### src/dfps_regs.svh
// Constants of the drive fault protection supervisor: offsets, fields,
// reset values and timing counts.
// Assumes a 200 MHz system clock and byte addresses on a 32-bit APB.
`ifndef DFPS_REGS_SVH
`define DFPS_REGS_SVH

// ----------------------------------------------------------------------
// Register offsets
// ----------------------------------------------------------------------
`define DFPS_OFF_CTRL 12'h000
`define DFPS_OFF_IVL 12'h004
`define DFPS_OFF_STATUS 12'h008
`define DFPS_OFF_IRQ_STS 12'h00C
`define DFPS_OFF_IRQ_EN 12'h010
`define DFPS_OFF_IRQ_CLR 12'h014
`define DFPS_OFF_CMD 12'h018
`define DFPS_OFF_HIST 12'h040
`define DFPS_OFF_HIST_END 12'h0A0

// ----------------------------------------------------------------------
// Control fields and reset values
// ----------------------------------------------------------------------
`define DFPS_CTRL_GAIN_LSB 0
`define DFPS_CTRL_LIMIT_LSB 8
`define DFPS_CTRL_GND_BIT 16
`define DFPS_CTRL_PLOSS_BIT 17
`define DFPS_CTRL_RELAY_BIT 18
`define DFPS_CTRL_RETRY_LSB 24
`define DFPS_GAIN_RST 7'h14
`define DFPS_GAIN_MAX 7'h64
`define DFPS_LIMIT_RST 8'h96
`define DFPS_LIMIT_MIN 8'h64
`define DFPS_LIMIT_MAX 8'hC8
`define DFPS_RETRY_RST 5'h00
`define DFPS_RETRY_MAX 5'h14
`define DFPS_IVL_RST 10'h00A
`define DFPS_IVL_MIN 10'h001
`define DFPS_IVL_MAX 10'h3E8

// ----------------------------------------------------------------------
// Interrupt bits and fault codes
// ----------------------------------------------------------------------
`define DFPS_IRQ_FAULT 0
`define DFPS_IRQ_RETRY 1
`define DFPS_IRQ_STALL 2
`define DFPS_IRQ_EXHAUST 3
`define DFPS_FC_GROUND 7'h0B
`define DFPS_FC_PHASE 7'h0C
`define DFPS_FC_MAX 7'h63

// ----------------------------------------------------------------------
// Timing
// ----------------------------------------------------------------------
`define DFPS_CLK_NS 5
`define DFPS_TICK_MS 100
`define DFPS_GND_CHK_MS 50
`define DFPS_TICK_CYCLES (`DFPS_TICK_MS * 1000000 / `DFPS_CLK_NS)
`define DFPS_GND_CYCLES (`DFPS_GND_CHK_MS * 1000000 / `DFPS_CLK_NS)

`endif

### src/dfps_pkg.sv
// Types shared by the fault protection supervisor modules.
// Assumes dfps_regs.svh holds all numeric constants.
package dfps_pkg;

	// Supervisor states.
	typedef enum logic [1:0] {
		ST_GND_CHK,
		ST_RUN,
		ST_RETRY_WAIT,
		ST_FAULT_HOLD
	} dfps_state_type;

	// One fault history entry with its snapshot.
	typedef struct packed {
		logic [6:0] code;
		logic [15:0] freq;
		logic [15:0] current;
		logic [15:0] vbus;
		logic [9:0] din;
		logic [4:0] dout;
		logic [15:0] pon_time;
		logic [15:0] run_time;
	} dfps_entry_type;

endpackage : dfps_pkg

### src/dfps_tick.sv
// Divider giving a one-cycle enable pulse every 0.1 s while running.
// Assumes one system clock; dropping run restarts the period.
`timescale 1ns/1ps
module dfps_tick #(
	parameter int TICK_CYCLES = 20000000
) (
	input wire logic clk_sys,
	input wire logic rst_b,
	input wire logic run,
	output logic tick
);
	typedef struct packed {
		logic [31:0] cnt;
		logic tick;
	} dfps_tick_type;

	dfps_tick_type r;
	dfps_tick_type n;

	// Count while running and pulse at the end of each period.
	always_comb begin
		n = r;
		n.tick = 1'b0;
		if (!run) begin
			n.cnt = 32'h0000_0000;
		end else if (r.cnt >= 32'(TICK_CYCLES - 1)) begin
			n.cnt = 32'h0000_0000;
			n.tick = 1'b1;
		end else begin
			n.cnt = r.cnt + 32'h0000_0001;
		end
	end

	// State register.
	always_ff @(posedge clk_sys or negedge rst_b) begin
		if (!rst_b) begin
			r <= '0;
		end else begin
			r <= n;
		end
	end

	assign tick = r.tick;
endmodule : dfps_tick

### src/dfps_stall.sv
// Current stall limiter: freezes the ramp and grades the suppression.
// Assumes current and limit both in percent of rated current.
`timescale 1ns/1ps
module dfps_stall (
	input wire logic clk_sys,
	input wire logic rst_b,
	input wire logic ramping,
	input wire logic [15:0] current,
	input wire logic [7:0] limit,
	input wire logic [6:0] gain,
	output logic hold,
	output logic [7:0] suppress
);
	typedef struct packed {
		logic hold;
		logic [7:0] suppress;
	} dfps_stall_type;

	dfps_stall_type r;
	dfps_stall_type n;

	// Hold while ramping over the limit with nonzero gain; suppression grows with excess and gain.
	always_comb begin
		logic [15:0] excess;
		logic [22:0] prod;
		excess = 16'h0000;
		prod = 23'h00_0000;
		n = r;
		if (current > {8'h00, limit}) begin
			excess = current - {8'h00, limit};
		end
		prod = excess * gain;
		n.hold = ramping && (gain != 7'h00) && (excess != 16'h0000);
		n.suppress = (gain == 7'h00) ? 8'h00 :
			(prod > 23'h00_00FF) ? 8'hFF : prod[7:0];
	end

	// State register.
	always_ff @(posedge clk_sys or negedge rst_b) begin
		if (!rst_b) begin
			r <= '0;
		end else begin
			r <= n;
		end
	end

	assign hold = r.hold;
	assign suppress = r.suppress;
endmodule : dfps_stall

### src/dfps_top.sv
// Drive fault protection supervisor: stall limit, ground check, phase
// loss, automatic fault reset and a three-entry fault history on APB.
// Assumes measurements and terminal states synchronous to clk_sys.
`timescale 1ns/1ps
`include "dfps_regs.svh"
module dfps_top #(
	parameter int TICK_CYCLES = `DFPS_TICK_CYCLES,
	parameter int GND_CYCLES = `DFPS_GND_CYCLES
) (
	input wire logic clk_sys,
	input wire logic rst_b,
	input wire logic psel,
	input wire logic penable,
	input wire logic pwrite,
	input wire logic [11:0] paddr,
	input wire logic [31:0] pwdata,
	output logic [31:0] prdata,
	output logic pready,
	output logic pslverr,
	input wire logic ramping,
	input wire logic running,
	input wire logic [15:0] out_freq,
	input wire logic [15:0] out_current,
	input wire logic [15:0] bus_voltage,
	input wire logic [15:0] power_on_time,
	input wire logic [15:0] run_time,
	input wire logic [9:0] digital_input_terminal,
	input wire logic digital_output_two,
	input wire logic digital_output_one,
	input wire logic relay_output_two,
	input wire logic relay_output_one,
	input wire logic pulse_output_terminal,
	input wire logic ground_leak,
	input wire logic phase_missing,
	input wire logic ext_fault,
	input wire logic [6:0] ext_fault_code,
	output logic ramp_hold,
	output logic [7:0] stall_suppress,
	output logic motor_phase_outputs,
	output logic drive_trip,
	output logic fault_relay_output,
	output logic irq
);
	import dfps_pkg::*;

	// ------------------------------------------------------------------
	// State
	// ------------------------------------------------------------------
	typedef struct packed {
		dfps_state_type st;
		logic [6:0] gain;
		logic [7:0] limit;
		logic gnd_en;
		logic ploss_en;
		logic relay_sel;
		logic [4:0] retry_max;
		logic [4:0] retry_used;
		logic [9:0] ivl;
		logic [9:0] wait_cnt;
		logic [31:0] gnd_cnt;
		logic [3:0] irq_sts;
		logic [3:0] irq_en;
		logic hold_d;
		logic phase_on;
		logic trip;
		logic relay;
		dfps_entry_type [2:0] hist;
		logic [31:0] prdata;
		logic pslverr;
	} dfps_regs_type;

	dfps_regs_type r;
	dfps_regs_type n;
	logic tick;
	logic hold;

	// ------------------------------------------------------------------
	// Submodules
	// ------------------------------------------------------------------

	// Stall limiter works from the configured limit and gain.
	dfps_stall u_stall (
		.clk_sys(clk_sys),
		.rst_b(rst_b),
		.ramping(ramping),
		.current(out_current),
		.limit(r.limit),
		.gain(r.gain),
		.hold(hold),
		.suppress(stall_suppress)
	);

	// Interval ticks run only while an automatic reset is pending.
	dfps_tick #(
		.TICK_CYCLES(TICK_CYCLES)
	) u_tick (
		.clk_sys(clk_sys),
		.rst_b(rst_b),
		.run(r.st == ST_RETRY_WAIT),
		.tick(tick)
	);

	// ------------------------------------------------------------------
	// Next state
	// ------------------------------------------------------------------

	// Bus access, fault detection, history and state sequencing.
	always_comb begin
		logic setup;
		logic wr;
		logic fault;
		logic [6:0] code;
		logic [3:0] ev;
		logic [3:0] clr;
		logic [2:0] ent;
		logic [2:0] fld;
		dfps_entry_type e;
		setup = psel && !penable;
		wr = psel && penable && pwrite;
		fault = 1'b0;
		code = 7'h00;
		ev = 4'h0;
		clr = 4'h0;
		ent = paddr[7:5] - 3'h2;
		fld = paddr[4:2];
		e = r.hist[0];
		n = r;

		// Register reads are prepared in the setup cycle.
		if (setup) begin
			n.prdata = 32'h0000_0000;
			n.pslverr = 1'b0;
			case (paddr)
				`DFPS_OFF_CTRL: begin
					n.prdata[`DFPS_CTRL_GAIN_LSB +: 7] = r.gain;
					n.prdata[`DFPS_CTRL_LIMIT_LSB +: 8] = r.limit;
					n.prdata[`DFPS_CTRL_GND_BIT] = r.gnd_en;
					n.prdata[`DFPS_CTRL_PLOSS_BIT] = r.ploss_en;
					n.prdata[`DFPS_CTRL_RELAY_BIT] = r.relay_sel;
					n.prdata[`DFPS_CTRL_RETRY_LSB +: 5] = r.retry_max;
				end
				`DFPS_OFF_IVL: begin
					n.prdata[9:0] = r.ivl;
				end
				`DFPS_OFF_STATUS: begin
					n.prdata[1:0] = r.st;
					n.prdata[2] = hold;
					n.prdata[3] = r.trip;
					n.prdata[4] = r.relay;
					n.prdata[12:8] = r.retry_used;
				end
				`DFPS_OFF_IRQ_STS: begin
					n.prdata[3:0] = r.irq_sts;
				end
				`DFPS_OFF_IRQ_EN: begin
					n.prdata[3:0] = r.irq_en;
				end
				`DFPS_OFF_IRQ_CLR, `DFPS_OFF_CMD: begin
					n.prdata = 32'h0000_0000;
				end
				default: begin
					if (paddr >= `DFPS_OFF_HIST && paddr < `DFPS_OFF_HIST_END
						&& paddr[1:0] == 2'b00) begin
						e = r.hist[ent[1:0]];
						case (fld)
							3'h0: n.prdata[6:0] = e.code;
							3'h1: n.prdata[15:0] = e.freq;
							3'h2: n.prdata[15:0] = e.current;
							3'h3: n.prdata[15:0] = e.vbus;
							3'h4: n.prdata[9:0] = e.din;
							3'h5: n.prdata[4:0] = e.dout;
							3'h6: n.prdata[15:0] = e.pon_time;
							default: n.prdata[15:0] = e.run_time;
						endcase
					end else begin
						n.pslverr = 1'b1;
					end
				end
			endcase
		end

		// Register writes take effect at the access edge, clamped to range.
		if (wr) begin
			case (paddr)
				`DFPS_OFF_CTRL: begin
					n.gain = pwdata[`DFPS_CTRL_GAIN_LSB +: 7];
					if (n.gain > `DFPS_GAIN_MAX) begin
						n.gain = `DFPS_GAIN_MAX;
					end
					n.limit = pwdata[`DFPS_CTRL_LIMIT_LSB +: 8];
					if (n.limit < `DFPS_LIMIT_MIN) begin
						n.limit = `DFPS_LIMIT_MIN;
					end else if (n.limit > `DFPS_LIMIT_MAX) begin
						n.limit = `DFPS_LIMIT_MAX;
					end
					n.gnd_en = pwdata[`DFPS_CTRL_GND_BIT];
					n.ploss_en = pwdata[`DFPS_CTRL_PLOSS_BIT];
					n.relay_sel = pwdata[`DFPS_CTRL_RELAY_BIT];
					n.retry_max = pwdata[`DFPS_CTRL_RETRY_LSB +: 5];
					if (n.retry_max > `DFPS_RETRY_MAX) begin
						n.retry_max = `DFPS_RETRY_MAX;
					end
				end
				`DFPS_OFF_IVL: begin
					n.ivl = pwdata[9:0];
					if (n.ivl < `DFPS_IVL_MIN) begin
						n.ivl = `DFPS_IVL_MIN;
					end else if (n.ivl > `DFPS_IVL_MAX) begin
						n.ivl = `DFPS_IVL_MAX;
					end
				end
				`DFPS_OFF_IRQ_EN: begin
					n.irq_en = pwdata[3:0];
				end
				`DFPS_OFF_IRQ_CLR: begin
					clr = pwdata[3:0];
				end
				`DFPS_OFF_CMD: begin
					// A manual reset leaves any fault state and refills retries.
					if (pwdata[0] && (r.st == ST_RETRY_WAIT
						|| r.st == ST_FAULT_HOLD)) begin
						n.st = ST_RUN;
						n.retry_used = 5'h00;
					end
				end
				default: begin
				end
			endcase
		end

		// Fault sources, ground and phase checks first.
		case (r.st)
			ST_GND_CHK: begin
				if (ground_leak) begin
					fault = 1'b1;
					code = `DFPS_FC_GROUND;
				end
			end
			ST_RUN: begin
				if (r.ploss_en && running && phase_missing) begin
					fault = 1'b1;
					code = `DFPS_FC_PHASE;
				end else if (ext_fault) begin
					fault = 1'b1;
					code = (ext_fault_code > `DFPS_FC_MAX) ? `DFPS_FC_MAX :
						ext_fault_code;
				end
			end
			default: begin
			end
		endcase
		if (code == 7'h00) begin
			fault = 1'b0;
		end

		// Sequencing of power-up check, run and fault states.
		case (r.st)
			ST_GND_CHK: begin
				n.gnd_cnt = r.gnd_cnt + 32'h0000_0001;
				if (!r.gnd_en || r.gnd_cnt >= 32'(GND_CYCLES - 1)) begin
					n.st = ST_RUN;
				end
			end
			ST_RETRY_WAIT: begin
				if (tick) begin
					n.wait_cnt = r.wait_cnt + 10'h001;
					if (n.wait_cnt >= r.ivl) begin
						n.st = ST_RUN;
						n.retry_used = r.retry_used + 5'h01;
						ev[`DFPS_IRQ_RETRY] = 1'b1;
					end
				end
			end
			default: begin
			end
		endcase

		// A new fault shifts history and snapshots the latest entry.
		if (fault) begin
			n.hist[0] = r.hist[1];
			n.hist[1] = r.hist[2];
			n.hist[2].code = code;
			n.hist[2].freq = out_freq;
			n.hist[2].current = out_current;
			n.hist[2].vbus = bus_voltage;
			n.hist[2].din = digital_input_terminal;
			n.hist[2].dout = {digital_output_two, digital_output_one,
				relay_output_two, relay_output_one,
				pulse_output_terminal};
			n.hist[2].pon_time = power_on_time;
			n.hist[2].run_time = run_time;
			n.wait_cnt = 10'h000;
			ev[`DFPS_IRQ_FAULT] = 1'b1;
			if (r.retry_used < r.retry_max) begin
				n.st = ST_RETRY_WAIT;
			end else begin
				n.st = ST_FAULT_HOLD;
				ev[`DFPS_IRQ_EXHAUST] = 1'b1;
			end
		end

		// Stall entry event from the limiter's hold edge.
		n.hold_d = hold;
		ev[`DFPS_IRQ_STALL] = hold && !r.hold_d;

		// Sticky status: a new event wins over a same-cycle clear.
		n.irq_sts = (r.irq_sts & ~clr) | ev;

		// Terminal outputs follow the next state.
		n.phase_on = (n.st == ST_GND_CHK) && r.gnd_en;
		n.trip = (n.st == ST_RETRY_WAIT) || (n.st == ST_FAULT_HOLD);
		n.relay = (n.st == ST_FAULT_HOLD)
			|| (n.st == ST_RETRY_WAIT && r.relay_sel);
	end

	// ------------------------------------------------------------------
	// Registers
	// ------------------------------------------------------------------

	// State register with documented defaults after reset.
	always_ff @(posedge clk_sys or negedge rst_b) begin
		if (!rst_b) begin
			r <= '0;
			r.st <= ST_GND_CHK;
			r.gain <= `DFPS_GAIN_RST;
			r.limit <= `DFPS_LIMIT_RST;
			r.gnd_en <= 1'b1;
			r.ploss_en <= 1'b1;
			r.relay_sel <= 1'b0;
			r.retry_max <= `DFPS_RETRY_RST;
			r.ivl <= `DFPS_IVL_RST;
		end else begin
			r <= n;
		end
	end

	// ------------------------------------------------------------------
	// Outputs
	// ------------------------------------------------------------------

	// APB answers in the first access cycle.
	assign pready = 1'b1;
	assign prdata = r.prdata;
	assign pslverr = r.pslverr && psel && penable;

	// Terminal and interrupt outputs.
	assign ramp_hold = hold;
	assign motor_phase_outputs = r.phase_on;
	assign drive_trip = r.trip;
	assign fault_relay_output = r.relay;
	assign irq = |(r.irq_sts & r.irq_en);
endmodule : dfps_top

### config.mk
export PLATFORM = sky130hd
export DESIGN_NAME = dfps_top
export DESIGN_NICKNAME = d
export VERILOG_FILES = /design/src/dfps_pkg.sv /design/src/dfps_tick.sv /design/src/dfps_stall.sv /design/src/dfps_top.sv
export VERILOG_INCLUDE_DIRS = /design/src /design/src/src
export SDC_FILE = /design/constraint.sdc
export NUM_CORES = 1
export LEC_CHECK = 0
export BUFFER_PORTS_ARGS = -buffer_cell sky130_fd_sc_hd__buf_2
export CORE_MARGIN = 1.5
export CORE_UTILIZATION = 25
export CTS_CLUSTER_SIZE = 8
export DETAILED_ROUTE_END_ITERATION = 16
export REMOVE_ABC_BUFFERS = 1
export SYNTH_ARGS = -nofsm -noshare
export SYNTH_HDL_FRONTEND = slang
export SYNTH_HIERARCHICAL = 1
export SYNTH_SLANG_ARGS = --single-unit
### constraint.sdc
create_clock -name clk_sys -period 9.9 [get_ports clk_sys]
set_clock_uncertainty 0.2 [all_clocks]
set_input_delay 2.475 -clock clk_sys [delete_from_list [all_inputs] [get_ports clk_sys]]
set_output_delay 2.475 -clock clk_sys [all_outputs]
set_load 0.01 [all_outputs]
=== After elaboration in Yosys (flattened, before gate mapping) ===
Cells that the tools add are included.

* Multiplexer cells: 68
* Bitwise operators: 4
* Reduce and logical (&&, ||, !) cells: 47
* $add $sub $neg: 6
* Order comparisons: 16
* Eq/ne operators: 17
* Multiply operators: 1

{| class="wikitable"
|+ Operators by type and width
! cell !! count
|-
| $bmux W102 S2 || 1
|-
| $mux W102 || 1
|-
| $add A32 B1 Y32 const B || 2
|-
| $mux W32 || 2
|-
| $mux W10 || 6
|-
| $mux W40 || 1
|-
| $eq A12 B5 Y1 const B || 3
|-
| $mux W5 || 7
|-
| $pmux W5 S7 || 1
|-
| $ge A32 B24 Y1 const B || 1
|-
| $ge A32 B25 Y1 const B || 1
|-
| $mux W16 || 2
|-
| $mux W8 || 4
|-
| $pmux W6 S5 || 1
|-
| $mux W7 || 4
|-
| $eq A12 B4 Y1 const B || 2
|-
| $pmux W4 S6 || 1
|-
| $gt A23 B8 Y1 const B || 1
|-
| $mul A16 B7 Y23 || 1
|-
| $mux W23 || 1
|-
| $pmux W3 S6 || 1
|-
| $gt A16 B8 Y1 || 1
|-
| $reduce_bool A16 Y1 || 1
|-
| $sub A16 B8 Y16 || 1
|-
| other kinds (52) || 112
|}

* Bits in registers: 467
* Output and inout port bits: 47
* Bits of input ports: 156

=== Depth between registers and ports, before layout ===
Gate-level depths: netlist of the first run.

* Depth in word-level cells: 13
* Gate-level depth with buffers: 27
* Depth with buffers taken out: 27

=== Cells and area by module ===
The synthesis of the first run kept the hierarchy.

{| class="wikitable"
|+ By module, submodules not included
! module !! sequential area each (um2) !! times used !! cells each !! area an instance (um2)
|-
| dfps_top || 10647.7 || 1 || 2298 || 20424.6
|-
| dfps_stall || 225.2 || 1 || 612 || 4769.6
|-
| dfps_tick || 825.8 || 1 || 155 || 1584.0
|}

=== Worst setup path before layout of the first run ===
OpenSTA, ideal clock, no wires.

* Path type: input to register
* From: input port out_current[0]
* To: register u_stall.r, in the netlist u_stall/suppress[0]
* Library setup time: 0.169 ns
* Cell stages on the path: 26
* Arrival time: 8.746 ns
* Data required time: 9.531 ns
* Slack: 0.786 ns
* Path through: inv_1 > ha_1 > fa_1 > nor2b_1 > o211ai_1 > a2111oi_2 > nor2_4 > buf_2 > buf_1 > nor3_1 > fa_1 > fa_1 > fa_1 > inv_1 > fa_1 > inv_1 > ha_1 > clkbuf_1 > a21oi_1 > nand3b_1 > and3_1 > a21bo_2 > xnor2_1 > or4b_1 > a21oi_1 > a21oi_1

{| class="wikitable"
|+ RTL lines
! item !! line !! source
|-
| from (decl) || dfps_top.sv:23 || <nowiki>input wire logic [15:0] out_current,</nowiki>
|-
| to (signal assigned) || dfps_stall.sv:43 || <nowiki>r <= n;</nowiki>
|-
| to (decl) || dfps_stall.sv:19 || <nowiki>dfps_stall_type r;</nowiki>
|}

==> results by group, run 1 <==
Global route
  – Total congestion overflow: 0
  – Initial antenna violation count: 27
  – Vias in the first global route: 21.6k
  – Largest net degree at the start of global routing: 200
  – GR Util All Layers: 0.154
  – First-pass GRT wire length: 129 mm

Worst hold path
  – Hold WC Path Type: reg2reg
  – Worst Hold Path Cells: 2

Synth
  – Mapped Area: 26800 µm²
  – Post-synth EDFFs: 0
  – Async set-reset flop share out of synthesis: 1.00
  – Netlist cell types: 95
  – Ys flop type: dfrtp_1
  – Ys Warns: 6
  – Post-synthesis cell count: 3065
  – Syn_area_per_cell: 8.74 µm²
  – Sequential area share after synthesis: 0.437
  – Yosys reg bits: 467

Clocking
  – Clk buf depth: 3
  – H-Tree Depth: 3
  – Reg clk slew, reported paths: 0.05 ns
  – Hold-fix buffers at CTS: 0
  – Post-cts resize count: 0
  – Worst skew pair latency: 0.60 ns
  – Root Buffer: clkbuf_16
  – TritonCTS clock tree: built
  – Clock sinks: 467
  – Setup repair bufs after CTS: 0
  – Cts bufs inserted: 69

Detailed routing
  – Detailed Route WL: 84.6 mm
  – Drt drc: 0
  – Via/cell ratio: 4.82
  – DRT iter0 DRCs: 2017
  – Via count: 22.3k
  – WL per Instance: 18.3 µm
  – Pre-Repair DR Iteration Count: 6
  – Antenna viol nets, final: 0

Timing
  – Final setup margin: 0.941 ns
  – Fmax achieved: 0.112 GHz
  – Fin. max-slew vios: 0
  – Fin crit share: 0.905
  – Max transition margin: 0.232
  – Setup-failing EPs final: 0
  – Hold Vio Cnt, Final: 0
  – RSZ-0062 raised after global routing: no
  – Hold WS: 0.259 ns
  – Final Critical Period: 8.96 ns
  – Slew of the pin with the lowest slew margin: 1.15 ns

Die
  – Die area: 109000 µm²
  – Die Ht: 330 µm
  – Core area: 106000 µm²
  – Initial core utilization: 0.253
  – Rows: 119
  – IO Pins: 203
  – Die width: 330 µm

Final layout
  – Final cell count without fillers: 4626
  – Layout Nets: 3483
  – Util after Layout: 0.293
  – Share of cells above drive strength 1: 0.122
  – Layout area overhead: 15.8%

Power and ir drop
  – Leakage: 15.1 nW
  – Maximum VDD drop: 0.177 mV
  – Power density cells: 216 nW/µm²

Critical path
  – Reg2Reg Depth: 24
  – CP Data Required Time: 10.17 ns
  – Critical Path AT: 9.23 ns
  – CP Capture Type: register
  – Worst-path fanout max: 29
  – Crit Path Class: in2reg
  – Nature of the critical path startpoint: input pin

Place
  – Worst slack, placed: 0.406 ns
  – Dpl hpwl: 60.5 mm
  – Placer Congestion: 0.875
  – Placed cell count: 4510
  – Port Buffers: 185

Job
  – Max Cap Viol: 0

Outcome
  – Status: finished, final reports clean
[per-layer routing]
layer  GRT usage  wire length [µm]
met1       0.220             38200
met2       0.226             36600
met3      0.0437              8200
met4      0.0393              1530
met5           0                35
[cell families after synthesis]
group | synth area share
compound gates | 0.104
xor+xnor | 0.0252
fa+ha+maj | 0.0836
buf+inv | 0.0525
flops | 0.437
mux | 0.0562
other cells | 0.000420
simple gates | 0.241
[area by class of cell]
cell class | count | area [µm²]
Multi-Input combinational cell | 2294 | 13700
Fill cell | 11200 | 74700
Tap cell | 1391 | 1740
Antenna cell | 9 | 22.5
Timing Repair Buffer | 229 | 1310
Clock inverter | 5 | 80.1
Inverter | 129 | 484
Sequential cell | 467 | 11700
Clock buffer | 102 | 1950
[cells in the mapped netlist, types with 21 or more instances]
master | instances | area [µm²]
nor3_1 | 71 | 355
o22ai_1 | 31 | 194
o21ai_0 | 88 | 440
inv_1 | 126 | 473
xor2_1 | 32 | 280
a21oi_1 | 90 | 450
dfrtp_1 | 457 | 11400
mux2_2 | 28 | 315
ha_1 | 67 | 838
nor2_1 | 145 | 544
and2_1 | 33 | 206
fa_1 | 70 | 1400
nand2_1 | 1054 | 3960
xnor2_1 | 45 | 394
a22o_1 | 21 | 184
nand4_1 | 29 | 181
buf_2 | 54 | 270
or3_1 | 21 | 131
a22oi_1 | 23 | 173
clkbuf_1 | 84 | 315
nand3_1 | 43 | 215
mux2i_1 | 94 | 941
buf_4 | 35 | 263
[report_power, final]
group | switching [W] | internal [W] | total (W)
logic | 0.000990 | 0.000539 | 0.00153
clock network | 0.000863 | 0.00137 | 0.00223
registers | 0.000483 | 0.00246 | 0.00294
total | 0.00234 | 0.00437 | 0.00671
[state kept, by name, indices dropped and copies added, names as in the netlist]
name,flops
drive_trip,1
fault_relay_output,1
motor_phase_outputs,1
prdata,24
r,398
u_stall/hold,1
u_stall/suppress,8
u_tick/r,32
u_tick/tick,1
[final timing paths]
kind | startpoint | endpoint | slack, ns
setup / recovery | out_current[0] | u_stall/suppress[0] | 0.94
hold / removal | r[58] | r[58] | 0.26
setup reg to reg | r[418] | u_stall/suppress[0] | 2.39
hold reg to reg | r[58] | r[58] | 0.26
max in group asynchronous | rst_b | r[331] | 6.30
min in group asynchronous | rst_b | r[322] | 1.68
[per-stage QoR]
step	total power (W)	TNS [ns]	area, µm²
4_1_cts	0.00676	0	31000
3_3_place_gp	0.00443	0	29000
2_1_floorplan	0.00406	-2723.28	25900
3_5_place_dp	0.00449	0	29000
6_report	0.00671	0	31000
5_1_grt	0.00714	0	31000
[worst max-delay path, cell delays in order]
cell	delay [ns]
buf_2	0.09
inv_1	0.04
ha_1	0.21
fa_1	0.40
nor2b_1	0.17
o211ai_1	0.20
a2111oi_2	0.49
nor2_4	0.23
buf_4	0.23
nor3_1	0.25
fa_1	0.47
fa_1	0.47
fa_1	0.57
inv_1	0.06
fa_1	0.54
inv_1	0.04
ha_1	0.38
a21oi_1	0.32
o21ai_0	0.16
a31oi_1	0.29
nor2_1	0.10
o21ai_0	0.15
or4b_1	0.44
buf_4	0.18
a21oi_1	0.17
a21oi_1	0.09
[cells in the final DEF, fill, tap and decap left out, types with 8 or more instances in the layout]
cell,Yosys,final
buf_2,54,183
clkbuf_16,0,73
o31ai_1,8,8
mux4_2,11,11
o2bb2ai_1,10,10
nor4_1,18,18
nand2b_1,16,16
dfstp_2,10,10
buf_4,35,42
nand2_1,1054,1054
xnor2_1,45,45
nor2b_1,14,14
conb_1,3,16
mux2i_1,94,94
a22o_1,21,21
a221oi_1,11,11
nor3_1,71,70
o22ai_1,31,31
a211oi_1,10,10
xor2_1,32,32
o21ai_1,11,11
dfrtp_1,457,457
o21ai_0,88,88
nand4_1,29,29
nor2_1,145,145
a21oi_1,90,90
fa_1,70,70
a22oi_1,23,23
or3_1,21,20
clkbuf_1,84,28
inv_1,126,126
ha_1,67,67
diode_2,0,9
a31oi_1,17,17
mux2_2,28,28
and3_1,20,20
a21o_1,12,12
nand3_1,43,43
and2_1,33,32
Power figures use the tool's default switching activity.
==> run 2, diff against run 1 <==
--- a/config.mk
+++ b/config.mk
@@ -11,6 +11,7 @@
 export CORE_UTILIZATION = 25
 export CTS_CLUSTER_SIZE = 8
 export DETAILED_ROUTE_END_ITERATION = 16
+export RECOVER_POWER = 25
 export REMOVE_ABC_BUFFERS = 1
 export SYNTH_ARGS = -nofsm -noshare
 export SYNTH_HDL_FRONTEND = slang
==> run 2 against run 1 <==
The flow now finishes with violations (max-capacitance violations, max-slew violations). Core utilization hardly changed. Critical path type unchanged. Die area stayed put. Critical endpoint unchanged. Combinational power hardly changed. Sequential power hardly changed. Largest cell class unchanged. Register-to-register slack hardly changed.
==> results by group, run 2 (synthesized netlist as in run 1, its figures left out) <==
Clocking
  – Cts bufs inserted: 69 (unchanged)
  – Worst skew pair latency: 0.60 ns (about the same)
  – Setup repair bufs after CTS: 0 (unchanged)
  – Reg clk slew, reported paths: 0.05 ns (about the same)
  – Root Buffer: clkbuf_16
  – H-Tree Depth: 3 (unchanged)
  – Post-cts resize count: 0 (unchanged)
  – Clock sinks: 467 (unchanged)
  – Clk buf depth: 3 (unchanged)
  – TritonCTS clock tree: built
  – Hold-fix buffers at CTS: 0 (unchanged)

Critical path
  – Worst-path fanout max: 29 (unchanged)
  – CP Data Required Time: 10.17 ns (about the same)
  – CP max stage cell: fa_1
  – Critical Path Max Stage Delay: 0.55 ns (-0.02 ns)
  – Reg2Reg Depth: 24 (unchanged)
  – Most frequent cell on the critical path: fa_1
  – Nature of the critical path startpoint: input pin
  – CP Capture Type: register
  – Critical Path AT: 9.23 ns (about the same)
  – Crit Path Class: in2reg

Detailed routing
  – Via count: 22.3k (-0.049%)
  – Antenna viol nets, final: 0 (unchanged)
  – Drt drc: 0 (unchanged)
  – Via/cell ratio: 4.82 (about the same)
  – DRT iter0 DRCs: 2075 (+2.9%)
  – Pre-Repair DR Iteration Count: 5 (-1)
  – WL per Instance: 18.3 µm (about the same)
  – Detailed Route WL: 84.5 mm (about the same)

Power and ir drop
  – Leakage: 15.0 nW (-0.10%)
  – Pint: 0.00437 W (about the same)
  – Clock power frac: 0.333 (about the same)
  – Logic pwr share: 0.228 (about the same)
  – Maximum VDD drop: 0.177 mV (-0.27%)
  – Sequential power share: 0.439 (about the same)
  – Sw Pwr: 0.00234 W (about the same)
  – Power density cells: 217 nW/µm² (+0.16%)
  – Sw Share: 0.348 (about the same)
  – Total power: 0.00671 W (about the same)

Final layout
  – Post-route cell area: 31000 µm² (-0.14%)
  – Max FFs per register: 398 (unchanged)
  – Util after Layout: 0.293 (-0.000414)
  – Layout area overhead: 15.6%
  – Most common cell after layout, fill and taps aside: nand2_1
  – Final cell count without fillers: 4625 (-0.022%)
  – Commonest cells after routing, fill and taps aside: nand2_1 (1054), dfrtp_1 (457), buf_2 (183), nor2_1 (145), inv_1 (126)
  – Share of cells above drive strength 1: 0.120 (-0.00155)
  – Layout Nets: 3483 (unchanged)
  – Largest Register: r

Global route
  – GR Util All Layers: 0.154 (unchanged)
  – Initial antenna violation count: 27 (unchanged)
  – Total congestion overflow: 0 (unchanged)
  – First-pass GRT wire length: 129 mm (unchanged)
  – Largest net degree at the start of global routing: 200 (unchanged)
  – Vias in the first global route: 21.6k (unchanged)

Timing
  – Fin. max-slew vios: 169 (+169)
  – Setup-failing EPs final: 0 (unchanged)
  – Final Critical Period: 8.96 ns (-0.000404 ns)
  – Slew of the pin with the lowest slew margin: 5.34 ns (+4.20 ns)
  – RSZ-0062 raised after global routing: no
  – Max transition margin: -2.56 (-2.79)
  – Fin crit share: 0.905 (about the same)
  – Fmax achieved: 0.112 GHz (about the same)
  – Hold Vio Cnt, Final: 0 (unchanged)

Die
  – Die width: 330 µm (unchanged)
  – IO Pins: 203 (unchanged)
  – Initial core utilization: 0.253 (unchanged)
  – Die Ht: 330 µm (unchanged)
  – Core area: 106000 µm² (unchanged)
  – Die area: 109000 µm² (unchanged)
  – Rows: 119 (unchanged)

Worst hold path
  – Hold WC Path Type: reg2reg
  – Worst Hold Path Cells: 2 (unchanged)

Outcome
  – Status: finished, violations left
  – Failing checks: max-capacitance violations, max-slew violations

Place
  – Port Buffers: 185 (unchanged)
  – Dpl hpwl: 60.5 mm (unchanged)
  – Placer Congestion: 0.875 (unchanged)
  – Placed cell count: 4510 (unchanged)
  – Area post-placement: 29000 µm² (unchanged)

Job
  – Max Cap Viol: 3 (+3)
## run 2: final timing paths
kind | start | end | slack [ns]
max | out_current[0] | u_stall/suppress[0] | 0.94
min | r[58] | r[58] | 0.26
max reg2reg | r[418] | u_stall/suppress[0] | 2.40
min reg2reg | r[58] | r[58] | 0.26
max in group asynchronous | rst_b | u_tick/r[2] | 1.95
min in group asynchronous | rst_b | r[322] | 3.61
## run 2: layer usage
metal,GRT usage,share of wire
met1,0.220,0.46
met2,0.226,0.43
met3,0.0437,0.094
met4,0.0393,0.019
met5,0,0.00059
## run 2: power by group through the flow
stage,clock (W),combinational [W],sequential (W)
final,0.00224,0.00153,0.00294
after floorplan,0,0.00129,0.00276
after global routing,0.00237,0.00177,0.00300
after global placement,0,0.00150,0.00293
after detailed placement,0,0.00154,0.00295
after CTS,0.00229,0.00154,0.00293
## run 2: worst max-delay path: cells and delay by family
kind,cells,cell delay [ns]
simple gates,7,1.62
buf+inv,5,0.41
compound gates,7,1.63
fa+ha+maj,7,3.09
## run 2: final cells by class
class,count,area (µm²)
clock inverters,5,80.1
multi-input cells,2294,13700
fillers,11200,74700
inverters,129,484
flip-flops and latches,467,11700
diodes,8,20.0
well taps,1391,1740
clock buffers,102,1950
repair buffers,229,1290
## run 2: through the flow
step | setup WS (ns) | setup TNS, ns | hold slack (ns)
final | 0.941 | 0 | 0.259
after global routing | 0.479 | 0 | 0.276
after CTS | 1.02 | 0 | 0.262
after detailed placement | 0.406 | 0 | 0.250
after global placement | 0.403 | 0 | 0.244
after floorplan | -11.50 | -2723.28 | 0.233
